$ cat config.mk
export PLATFORM = sky130hd
export DESIGN_NAME = spc_regs
export DESIGN_NICKNAME = d
export VERILOG_FILES = /design/src/shared/spc_pkg.sv /design/src/verilog/spc_sync.sv /design/src/verilog/spc_regs.sv
export VERILOG_INCLUDE_DIRS = /design/src /design/src/shared
export SDC_FILE = /design/constraint.sdc
export NUM_CORES = 1
export LEC_CHECK = 0
export ABC_AREA = 1
export ABC_CLOCK_PERIOD_IN_PS = 2100
export BUFFER_PORTS_ARGS = -buffer_cell sky130_fd_sc_hd__clkbuf_2
export CAP_MARGIN = 20
export CORE_UTILIZATION = 45
export DETAILED_ROUTE_END_ITERATION = 8
export GPL_TIMING_DRIVEN = 0
export PLACE_DENSITY = 0.64
export REMOVE_ABC_BUFFERS = 1
export SYNTH_ARGS = -nofsm -noshare
export SYNTH_HDL_FRONTEND = slang
export SYNTH_SLANG_ARGS = --single-unit
$ cat constraint.sdc
create_clock -name CLK -period 2.1 [get_ports CLK]
set_input_delay 0.105 -clock CLK [delete_from_list [all_inputs] [get_ports CLK]]
set_output_delay 0.105 -clock CLK [all_outputs]
set_load 0.05 [all_outputs]
$ cat src/shared/spc_map.svh
// Address map, field positions, reset values and counts of the serial port configuration block
// How it works
// - Bit 7 low, the default: two-way data pin carries reads; separate output floats.
// - Bit 7 high: read data leaves on separate output; writes still use two-way pin.
// - Bit 6 low, the default: shift most significant bit first, address steps down.
// - Bit 6 high: shift least significant bit first, address steps up.
// - In I2C mode bit 6 is ignored; I2C order and ascending addresses apply.
// - Writing 1 to bit 5 restores all register defaults; the bit clears itself.
// - Bit 0 of 0x004 picks readback bank: 0 buffer, 1 active.
`ifndef SPC_MAP_SVH
`define SPC_MAP_SVH

// ----------------------------------------------------------------
// Register offsets
// ----------------------------------------------------------------
`define SPC_ADDR_W 13
`define SPC_ADDR_CFG 13'h000
`define SPC_ADDR_RBK 13'h004

// ----------------------------------------------------------------
// Field positions
// ----------------------------------------------------------------
`define SPC_CFG_SEP_BIT 7
`define SPC_CFG_LSB_BIT 6
`define SPC_CFG_SRST_BIT 5
`define SPC_RBK_SEL_BIT 0
`define SPC_INSTR_RW_BIT 15
`define SPC_INSTR_ADDR_MSB 12

// ----------------------------------------------------------------
// Reset values and counts
// ----------------------------------------------------------------
`define SPC_SEP_RST 1'h0
`define SPC_LSB_RST 1'h0
`define SPC_RBK_RST 1'h0
`define SPC_SCLK_IDLE 1'h1
`define SPC_INSTR_LAST 4'hf
`define SPC_BYTE_LAST 4'h7
`define SPC_SYNC_RST 4'hd

`endif

$ cat src/shared/spc_pkg.sv
// Types shared by the serial port configuration block
package spc_pkg;

	typedef enum logic [1:0] {
		SPC_IDLE,
		SPC_INSTR,
		SPC_DATA
	} spc_state_t;

	typedef struct packed {
		logic sep_out;
		logic lsb_asc;
	} spc_mode_t;

	typedef struct packed {
		logic stb;
		logic [12:0] addr;
		logic [7:0] data;
	} spc_wr_t;

endpackage

$ cat src/verilog/spc_sync.sv
// Two-flop synchroniser for pins from outside the clock domain
`timescale 1ns/10ps
module spc_sync #(
	parameter int W = 4,
	parameter logic [W-1:0] RST_VAL = '0
) (
	input wire logic CLK,
	input wire logic RST_N,
	input wire logic [W-1:0] d,
	output logic [W-1:0] q
);
	genvar i;
	generate
		for (i = 0; i < W; i++) begin : g_bit
			logic meta_q;
			logic sync_q;
			always_ff @(posedge CLK) begin
				if (!RST_N) begin
					meta_q <= RST_VAL[i];
					sync_q <= RST_VAL[i];
				end else begin
					meta_q <= d[i];
					sync_q <= meta_q;
				end
			end
			assign q[i] = sync_q;
		end
	endgenerate
endmodule // spc_sync

$ cat src/verilog/spc_regs.sv
// Serial port configuration registers with their serial front end
`timescale 1ns/10ps
`include "spc_map.svh"
module spc_regs (
	input wire logic CLK,
	input wire logic RST_N,
	input wire logic CS_N,
	input wire logic SCLK,
	input wire logic SDIO_I,
	input wire logic I2C_MODE,
	input wire logic [7:0] RD_BUF_DATA,
	input wire logic [7:0] RD_ACT_DATA,
	output logic SDIO_O,
	output logic SDIO_OE,
	output logic SDO_O,
	output logic SDO_OE,
	output logic [12:0] RD_ADDR,
	output spc_pkg::spc_wr_t WR,
	output logic SOFT_RESET,
	output spc_pkg::spc_mode_t MODE,
	output logic READBACK_ACTIVE
);

	// ----------------------------------------------------------------
	// Pin synchronisation and edge detection
	// ----------------------------------------------------------------
	logic [3:0] pins_s;
	logic cs_n_s;
	logic sclk_s;
	logic sdio_s;
	logic i2c_s;
	logic sclk_prev_q;
	logic sclk_rise;
	logic sclk_fall;

	spc_sync #(
		.W(4),
		.RST_VAL(`SPC_SYNC_RST)
	) u_sync (
		.CLK(CLK),
		.RST_N(RST_N),
		.d({CS_N, SCLK, SDIO_I, I2C_MODE}),
		.q(pins_s)
	);

	assign cs_n_s = pins_s[3];
	assign sclk_s = pins_s[2];
	assign sdio_s = pins_s[1];
	assign i2c_s = pins_s[0];

	// Reset to the idle level so release of reset shows no false rising edge
	always_ff @(posedge CLK) begin
		if (!RST_N) begin
			sclk_prev_q <= `SPC_SCLK_IDLE;
		end else begin
			sclk_prev_q <= sclk_s;
		end
	end

	assign sclk_rise = sclk_s & ~sclk_prev_q;
	assign sclk_fall = ~sclk_s & sclk_prev_q;

	// ----------------------------------------------------------------
	// Configuration registers
	// ----------------------------------------------------------------
	logic sep_out_q;
	logic lsb_first_ascend_q;
	logic readback_bank_select_q;
	logic soft_reset_q;
	spc_pkg::spc_mode_t act_q;
	spc_pkg::spc_wr_t wr_q;
	logic lsb_eff;
	logic asc_eff;

	always_ff @(posedge CLK) begin
		if (!RST_N) begin
			sep_out_q <= `SPC_SEP_RST;
			lsb_first_ascend_q <= `SPC_LSB_RST;
			readback_bank_select_q <= `SPC_RBK_RST;
			soft_reset_q <= 1'h0;
		end else begin
			soft_reset_q <= 1'h0;
			if (wr_q.stb && wr_q.addr == `SPC_ADDR_CFG) begin
				// Mirror nibble is not checked; it only guards against wrong orientation
				if (wr_q.data[`SPC_CFG_SRST_BIT]) begin
					sep_out_q <= `SPC_SEP_RST;
					lsb_first_ascend_q <= `SPC_LSB_RST;
					readback_bank_select_q <= `SPC_RBK_RST;
					soft_reset_q <= 1'h1;
				end else begin
					sep_out_q <= wr_q.data[`SPC_CFG_SEP_BIT];
					lsb_first_ascend_q <= wr_q.data[`SPC_CFG_LSB_BIT];
				end
			end else if (wr_q.stb && wr_q.addr == `SPC_ADDR_RBK) begin
				readback_bank_select_q <= wr_q.data[`SPC_RBK_SEL_BIT];
			end
		end
	end

	// Mode in force only changes between frames so a running transfer keeps its framing
	always_ff @(posedge CLK) begin
		if (!RST_N) begin
			act_q.sep_out <= `SPC_SEP_RST;
			act_q.lsb_asc <= `SPC_LSB_RST;
		end else if (cs_n_s) begin
			act_q.sep_out <= sep_out_q;
			act_q.lsb_asc <= lsb_first_ascend_q;
		end
	end

	assign lsb_eff = act_q.lsb_asc & ~i2c_s;
	assign asc_eff = act_q.lsb_asc | i2c_s;

	// ----------------------------------------------------------------
	// Serial frame: 16-bit instruction, then bytes until chip select rises
	// ----------------------------------------------------------------
	spc_pkg::spc_state_t state_q;
	logic [15:0] sr_q;
	logic [15:0] instr_d;
	logic [7:0] byte_d;
	logic [3:0] cnt_q;
	logic rw_q;
	logic [12:0] addr_q;
	logic load_q;

	always_comb begin
		if (lsb_eff) begin
			instr_d = {sdio_s, sr_q[15:1]};
			byte_d = {sdio_s, sr_q[7:1]};
		end else begin
			instr_d = {sr_q[14:0], sdio_s};
			byte_d = {sr_q[6:0], sdio_s};
		end
	end

	always_ff @(posedge CLK) begin
		if (!RST_N) begin
			state_q <= spc_pkg::SPC_IDLE;
			sr_q <= 16'h0000;
			cnt_q <= 4'h0;
			rw_q <= 1'h0;
			addr_q <= `SPC_ADDR_CFG;
			load_q <= 1'h0;
			wr_q <= '0;
		end else begin
			load_q <= 1'h0;
			wr_q.stb <= 1'h0;
			if (cs_n_s) begin
				state_q <= spc_pkg::SPC_IDLE;
				cnt_q <= 4'h0;
			end else begin
				unique case (state_q)
					spc_pkg::SPC_IDLE: begin
						state_q <= spc_pkg::SPC_INSTR;
						cnt_q <= 4'h0;
					end
					spc_pkg::SPC_INSTR: begin
						if (sclk_rise) begin
							sr_q <= instr_d;
							cnt_q <= cnt_q + 4'h1;
							if (cnt_q == `SPC_INSTR_LAST) begin
								rw_q <= instr_d[`SPC_INSTR_RW_BIT];
								addr_q <= instr_d[`SPC_INSTR_ADDR_MSB:0];
								load_q <= instr_d[`SPC_INSTR_RW_BIT];
								cnt_q <= 4'h0;
								state_q <= spc_pkg::SPC_DATA;
							end
						end
					end
					spc_pkg::SPC_DATA: begin
						if (sclk_rise) begin
							sr_q <= {8'h00, byte_d};
							cnt_q <= cnt_q + 4'h1;
							if (cnt_q == `SPC_BYTE_LAST) begin
								cnt_q <= 4'h0;
								load_q <= rw_q;
								if (!rw_q) begin
									wr_q.stb <= 1'h1;
									wr_q.addr <= addr_q;
									wr_q.data <= byte_d;
								end
								if (asc_eff) begin
									addr_q <= addr_q + 13'h0001;
								end else begin
									addr_q <= addr_q - 13'h0001;
								end
							end
						end
					end
				endcase
			end
		end
	end

	// ----------------------------------------------------------------
	// Readback
	// ----------------------------------------------------------------
	logic [7:0] cfg_rd;
	logic [7:0] rd_byte;
	logic [7:0] tx_q;
	logic out_bit_q;
	logic driving;

	// Soft reset bit always reads 0; low nibble shows the mirrored image
	assign cfg_rd = {sep_out_q, lsb_first_ascend_q, 1'h0, 1'h0,
		1'h0, 1'h0, lsb_first_ascend_q, sep_out_q};

	always_comb begin
		if (addr_q == `SPC_ADDR_CFG) begin
			rd_byte = cfg_rd;
		end else if (addr_q == `SPC_ADDR_RBK) begin
			rd_byte = {7'h00, readback_bank_select_q};
		end else if (readback_bank_select_q) begin
			rd_byte = RD_ACT_DATA;
		end else begin
			rd_byte = RD_BUF_DATA;
		end
	end

	// Byte loads right after the last rising edge, ahead of the next falling edge
	always_ff @(posedge CLK) begin
		if (!RST_N) begin
			tx_q <= 8'h00;
			out_bit_q <= 1'h0;
		end else if (load_q) begin
			tx_q <= rd_byte;
		end else if (sclk_fall && state_q == spc_pkg::SPC_DATA && rw_q) begin
			if (lsb_eff) begin
				out_bit_q <= tx_q[0];
				tx_q <= {1'h0, tx_q[7:1]};
			end else begin
				out_bit_q <= tx_q[7];
				tx_q <= {tx_q[6:0], 1'h0};
			end
		end
	end

	assign driving = (state_q == spc_pkg::SPC_DATA) && rw_q && !cs_n_s;
	assign SDIO_OE = driving && !act_q.sep_out;
	assign SDO_OE = driving && act_q.sep_out;
	assign SDIO_O = out_bit_q;
	assign SDO_O = out_bit_q;

	assign RD_ADDR = addr_q;
	assign WR = wr_q;
	assign SOFT_RESET = soft_reset_q;
	assign MODE = act_q;
	assign READBACK_ACTIVE = readback_bank_select_q;

endmodule // spc_regs

==> impl_results.md, run 1 <==
- Relative slew slack: 30.2%
- Final hold slack: around 0.046 ns
- Met1 Use GR: a little over a third
- Depth of the CTS H-tree: 3
- Worst Hold Path EP: tx_q[1]
- CP Capture Type: flop
- Synth cell types: 39
- FF-to-FF path depth: 9
- Worst-Skew Late Latency: 0.36 ns
- Crit path time final: 2.02 ns
- Power Total: approximately 3200 uW
- Post-synth EDFFs: 0
- Fill cells: approximately 920
- Root Buffer: clkbuf_8
- Io pins: 65
- Startpoint types: flop
- Initial cell density of the core: around 47%
- FP Rows: 35
- DPL Wire Length: about 8.6 mm
- Final worst path period share: 96.3%
- Routed WL: 13.1 mm
- Routed via count: about 4700
- Max Clock Freq: ~0.5 GHz
- First-pass GRT wire length: roughly 20 mm
- Number of CTS-inserted buffers: 9
- Final setup viols: 0
- Most used DFF post-synth: dfxtp_1
- Critical path type: reg -> reg
- First-pass DRT Iterations: 5
- Yosys warnings: 0
- LEAKAGE: between 0.002 and 0.0025 uW
- Via/cell ratio: between 5 and 6
- Crit Path Max Fanout: 18
- Core Area: between 9000 and 10000 um^2
- Worst EP required: 2.35 ns
- Worst R2R Start: state_q[0]
- Overall routing resource usage: around 25%
- Max-cap viol count: 0
- PwrDens: between 500 and 600 nW/um^2
- Yosys top cell area share: 37.4%
- Mapped Cells: 664
- Vias in the first global route: just over 4000
- Synth async-reset ratio: 0%
- Port buffer count: 64
- Pins Over Slew Limit: 0
- VDD IR max: slightly below 400 uV
- Final Hold Viols: 0
- Yosys top cell by area: dfxtp_1
- Met3 Track Usage GR: around 5.0%
- Largest net degree at the start of global routing: 60
- Avg WL per Cell: between 10 and 15 um
- Least-Margin Pin Slew: around 1.0 ns
- Antenna Cells: 0
- Most common cell after layout, fill and taps aside: nand2_1
- RD Place Congestion: 0.897
- Drt initial violations: 362
- Syn-to-layout area delta: 21.9%
- GR peak layer: met2
- Layout cells sized above 1: between 20% and 30%
- DIE WIDTH: 101 um
- Clk_skew: approximately 0.011 ns
- Status: finished, final reports clean
- FF-to-FF setup slack: approximately 0.079 ns
- Seq/Total Area, Yosys: between 30% and 40%
- Antenna Nets Post-Route: 0
- Synth area leaders: dfxtp_1 37%, nand2_1 11%, o21ai_0 9.6%
- Sink Count: 83
- HP Start: RD_BUF_DATA[1]
- Initial antenna violation count: 0
- Hold Path Depth: 3
- Setup tns final: 0 ns
- Post-Syn Area: 4440 um^2
- Most frequent cells in the layout: 130 x nand2_1, 83 x o21ai_0, 79 x dfxtp_1, 78 x nor2_1, 70 x a21oi_1
- Die Ht: around 100 um
- Full die area: roughly 10000 um^2
- WP data arrival: 2.28 ns
- Reg2reg end: RD_ADDR[5]
- CTS Buffer Depth: 2
- DRC viols: 0
- Clk slew on worst S/H paths: 0.09 ns
- Yosys reg bits: between 80 and 90
- Met2 Track Usage GR: approximately 40%
- TritonCTS clock tree: done
- Grt ovf: 0
- HP Class: in -> reg
- Final nets: between 700 and 800
- Mapped Avg Cell Area: 6.68 um^2
==> worst max-delay path, cell delays in order (launching register included) <==
cell and delay, ns:
dfxtp_1 0.36, inv_1 0.09, ha_4 0.20, inv_4 0.16, o21ai_1 0.16, nor3_4 0.33, clkinvlp_4 0.16, buf_4 0.18
a21oi_1 0.17, a21oi_1 0.09
==> repair_timing <==
action                                  CTS  global route
hold buffers                              4             0
resized for setup                        15            14
pin swaps                                 3             5
endpoints found under the setup margin   67            21
cloned                                    2             3
setup buffers                             8            20
endpoints found under the hold margin     4             0
==> cell usage after synthesis (2+ instances only) <==
library cell,number
o21ai_0,85
nand2_1,132
nor3_1,9
nor2_4,4
dfxtp_1,83
nand2_2,8
clkbuf_1,11
a211oi_1,6
buf_2,11
a31oi_1,7
inv_1,68
nor2_1,79
o21bai_1,2
xnor2_1,2
nor2_2,7
buf_4,5
or2_2,11
a21oi_1,71
nand3_1,24
o211ai_1,4
ha_1,5
buf_6,2
nand3_2,3
nor4_1,2
o21ai_1,2
nand3b_1,2
nand4_1,6
a41oi_1,2
==> area by class of cell <==
type / count / area, um^2 / area share (%)
clock inverter: 7 / 121 / 2.24
clock buffer: 9 / 124 / 2.29
inverter: 70 / 285 / 5.27
timing repair inverter: 1 / 5.00 / 0.0925
sequential: 83 / 1670 / 30.9
multi-input combinational: 485 / 2460 / 45.4
timing repair buffer: 98 / 584 / 10.8
tap: 129 / 161 / 2.98
==> where the power goes <==
| part | leakage (uW) | switching, uW | internal, uW |
|---|---|---|---|
| clock | 0.000124 | 618 | 798 |
| sequential | 0.000672 | 9.39 | 1580 |
| combinational | 0.00159 | 95.6 | 59.3 |
==> sequential cells by signal (all words and copies together) (netlist names), 2 cells and up <==
name                 cells
WR                      22
sr_q                    16
RD_ADDR                 13
tx_q                     8
cnt_q                    4
u_sync.g_bit.meta_q      4
u_sync.g_bit.sync_q      4
MODE                     2
state_q                  2
==> how the worst max path moves through the flow <==
stage	to	cells past startpoint	slack, ns	from
floorplan	sr_q[7]	7	-0.61	state_q[0]
global placement	sr_q[7]	7	-1.74	state_q[0]
detailed placement	WR[5]	9	-1.22	state_q[0]
CTS	RD_ADDR[1]	7	0.03	u_sync.g_bit[0].sync_q
global route	sr_q[11]	10	-0.005	state_q[1]
finish	RD_ADDR[5]	9	0.08	state_q[0]
==> cell families (layout without fill, tap and decap cells) <==
family | count (synthesis) | in the layout | synth area share, %
multiplexers | 1 | 1 | 0.226
XOR/XNOR | 3 | 3 | 0.592
flip-flops | 83 | 83 | 37.4
buffers and inverters | 99 | 185 | 9.44
adder cells (fa/ha/maj) | 5 | 5 | 1.41
AO/OA/AOI/OAI | 184 | 184 | 22.1
AND/OR/NAND/NOR | 289 | 292 | 28.8
==> layer usage <==
layer  wire length, um  vias to the layer above
li1                  -                     2355
met5                 0                        -
met1              6180                     2196
met4               248                        0
met2              5900                      150
met3               807                       20
==> through the flow <==
step	setup slack, ns	cells	area [um^2]	util, %
2_1_floorplan	-0.608	635	4280	-
3_3_place_gp	-1.74	828	4760	50.6
3_5_place_dp	-1.22	829	4780	50.8
4_1_cts	0.0278	859	5190	55.1
5_1_grt	-0.00467	882	5410	57.5
6_report	0.0786	882	5410	57.5
Power figures use the tool's default switching activity.
==> run 2, diff against run 1 <==
Settings changed: ABC_CLOCK_PERIOD_IN_PS 2100 to 1900.
Clock period 2.1 ns to 1.9 ns, I/O delays scaled along.
==> run 2 against run 1 <==
Effect of this change:
- flip-flop and latch count stayed put
- critical endpoint unchanged
- combinational power up 15%
- wire length grew 2.3%
- design area increased by 3.5%
==> impl_results.md, run 2 (synthesized netlist as in run 1, its figures left out) <==
- Depth of the CTS H-tree: 3 (unchanged)
- Routed WL: 13.4 mm (was 13.1 mm)
- Sw Ratio: 23.1% (was 22.9%)
- DRC viols: 0 (unchanged)
- WP data arrival: 2.15 ns (was 2.28 ns)
- CP Cell Sequence: ha_4, nand2_4, inv_2, nand2_2, nand2_1, o21ai_2, nor3_4, buf_6, clkinvlp_4, a21oi_2, a21oi_1 (was inv_1, ha_4, inv_4, o21ai_1, nor3_4, clkinvlp_4, buf_4, a21oi_1, a21oi_1)
- Via/cell ratio: 5.32 (was 5.35)
- Crit Path Max Fanout: 8 (was 18)
- Io pins: 65 (unchanged)
- Number of CTS-inserted buffers: 9 (unchanged)
- Status: finished, final reports clean (unchanged)
- Startpoint types: flop (unchanged)
- NetSw: 809 uW (was 723 uW)
- CP max-delay cell: dfxtp_4 (was dfxtp_1)
- Critical path type: reg -> reg (unchanged)
- Max FFs per register: 22 (unchanged)
- FP Rows: 35 (unchanged)
- Drt initial violations: 315 (was 362)
- Clk pwr share: 44.9% (was 44.8%)
- First-pass GRT wire length: 20.9 mm (was 20.1 mm)
- Most common cell after layout, fill and taps aside: nand2_1 (unchanged)
- Die Ht: 101 um (unchanged)
- VDD IR max: 432 uV (was 390 uV)
- Least-Margin Pin Slew: 0.689 ns (was 1.05 ns)
- Final Hold Viols: 0 (unchanged)
- Internal power: 2690 uW (was 2440 uW)
- Inst Count DP: 829 (unchanged)
- Overall routing resource usage: 26.5% (was 25.3%)
- Largest net degree at the start of global routing: 60 (unchanged)
- Core Area: 9420 um^2 (unchanged)
- First-pass DRT Iterations: 5 (unchanged)
- Max-cap viol count: 0 (unchanged)
- Vias in the first global route: 4149 (was 4023)
- Clk slew on worst S/H paths: 0.09 ns (about the same)
- DPL Wire Length: 8.58 mm (unchanged)
- CP Capture Type: flop (unchanged)
- Max Clock Freq: 0.530 GHz (was 0.495 GHz)
- Worst R2R Start: cnt_q[0] (was state_q[0])
- Delay-heaviest family, CP: simple AND/OR/NAND/NOR gates (was buffers and inverters)
- Max incr delay on CP: 0.37 ns (was 0.36 ns)
- Final worst path period share: 99.3% (was 96.3%)
- Critical Path Start: cnt_q[0] (was state_q[0])
- Clk_skew: 0.0132 ns (was 0.0106 ns)
- Antenna Nets Post-Route: 0 (unchanged)
- HP Start: RD_BUF_DATA[1] (unchanged)
- Crit path time final: 1.89 ns (was 2.02 ns)
- Setup WS post-layout: 0.0129 ns (was 0.0786 ns)
- Pre-CTS setup slack: -1.42 ns (was -1.22 ns)
- Worst EP required: 2.16 ns (was 2.35 ns)
- LEAKAGE: 0.00244 uW (was 0.00239 uW)
- Non-Filler Instances: 885 (was 882)
- Sink Count: 83 (unchanged)
- Root Buffer: clkbuf_8 (unchanged)
- Final nets: 778 (was 775)
- Sequential share of power: 50.1% (was 50.3%)
- Port buffer count: 64 (unchanged)
- Final hold slack: 0.0354 ns (was 0.0461 ns)
- Most frequent cells in the layout: 125 x nand2_1, 81 x o21ai_0, 77 x dfxtp_1, 74 x nor2_1, 65 x a21oi_1 (was 130 x nand2_1, 83 x o21ai_0, 79 x dfxtp_1, 78 x nor2_1, 70 x a21oi_1)
- Avg WL per Cell: 15.2 um (was 14.9 um)
- Syn-to-layout area delta: 26.2% (was 21.9%)
- RSZ-0062 raised after global routing: yes
- TritonCTS clock tree: done (unchanged)
- RD Place Congestion: 0.897 (unchanged)
- Layout cells sized above 1: 26.1% (was 22.0%)
- Combinational share of power: 5.1% (was 4.9%)
- Relative slew slack: 53.6% (was 30.2%)
- Final setup viols: 0 (unchanged)
- Antenna Cells: 0 (unchanged)
- Bufs and invs on worst path: 3 (was 4)
- PwrDens: 626 nW/um^2 (was 584 nW/um^2)
- HP Class: in -> reg (unchanged)
- Grt ovf: 0 (unchanged)
- Initial cell density of the core: 47.1% (unchanged)
- Pins Over Slew Limit: 0 (unchanged)
- CTS Buffer Depth: 2 (unchanged)
- Full die area: 10300 um^2 (unchanged)
- Worst-Skew Late Latency: 0.37 ns (was 0.36 ns)
- Initial antenna violation count: 0 (unchanged)
- DIE WIDTH: 101 um (unchanged)
- Routed via count: 4709 (was 4721)
-- run 2: power by group through the flow --
stage	clock network [uW]	logic (uW)	registers (uW)
global placement	0	137	1800
global route	1670	196	1760
CTS	1590	160	1760
finish	1570	178	1750
floorplan	0	79.0	1800
detailed placement	0	139	1800
-- run 2: final timing paths --
path                             to  cells past startpoint  slack (ns)
max                      RD_ADDR[5]                     11        0.01
min                         tx_q[1]                      3        0.04
max reg2reg              RD_ADDR[5]                     11        0.01
min reg2reg  u_sync.g_bit[3].sync_q                      1        0.42
-- run 2: layout make-up --
class / instances / area, um^2
clock inverters: 7 / 121
clock buffers: 9 / 124
well taps: 129 / 161
flip-flops and latches: 83 / 1680
repair buffers: 100 / 624
inverters: 70 / 298
fillers: 897 / 3820
repair inverters: 2 / 15.0
multi-input cells: 485 / 2570
-- run 2: tightest hold or removal path: stages --
cell      delay, ns
clkbuf_2       0.08
o211ai_1       0.07
a21oi_1        0.11
-- run 2: layer usage --
layer	vias to the layer above	part of all wire, %	GRT usage [%]
met4	0	1.4	7.02
met2	143	45	42.1
li1	2356	-	-
met3	15	6.3	5.45
met1	2195	47	36.5
met5	-	0	0
-- run 2: timing repair --
| action | in CTS | in global routing |
|---|---|---|
| hold buffers | 4 | 0 |
| resized for setup | 30 | 50 |
| pin swaps | 5 | 8 |
| buffers inserted | 19 | 11 |
| endpoints found under the hold margin | 4 | 0 |
| endpoints found under the setup margin | 76 | 39 |
| gates cloned | 6 | 0 |
-- run 2: stage by stage --
step	util [%]	instance area, um^2	setup TNS, ns	power, uW
2_1_floorplan	-	4280	-21.30	1880
3_3_place_gp	50.6	4760	-73.11	1940
3_5_place_dp	50.8	4780	-55.94	1940
4_1_cts	56.8	5350	-0.285	3510
5_1_grt	59.5	5600	-0.394	3620
6_report	59.5	5600	0	3500
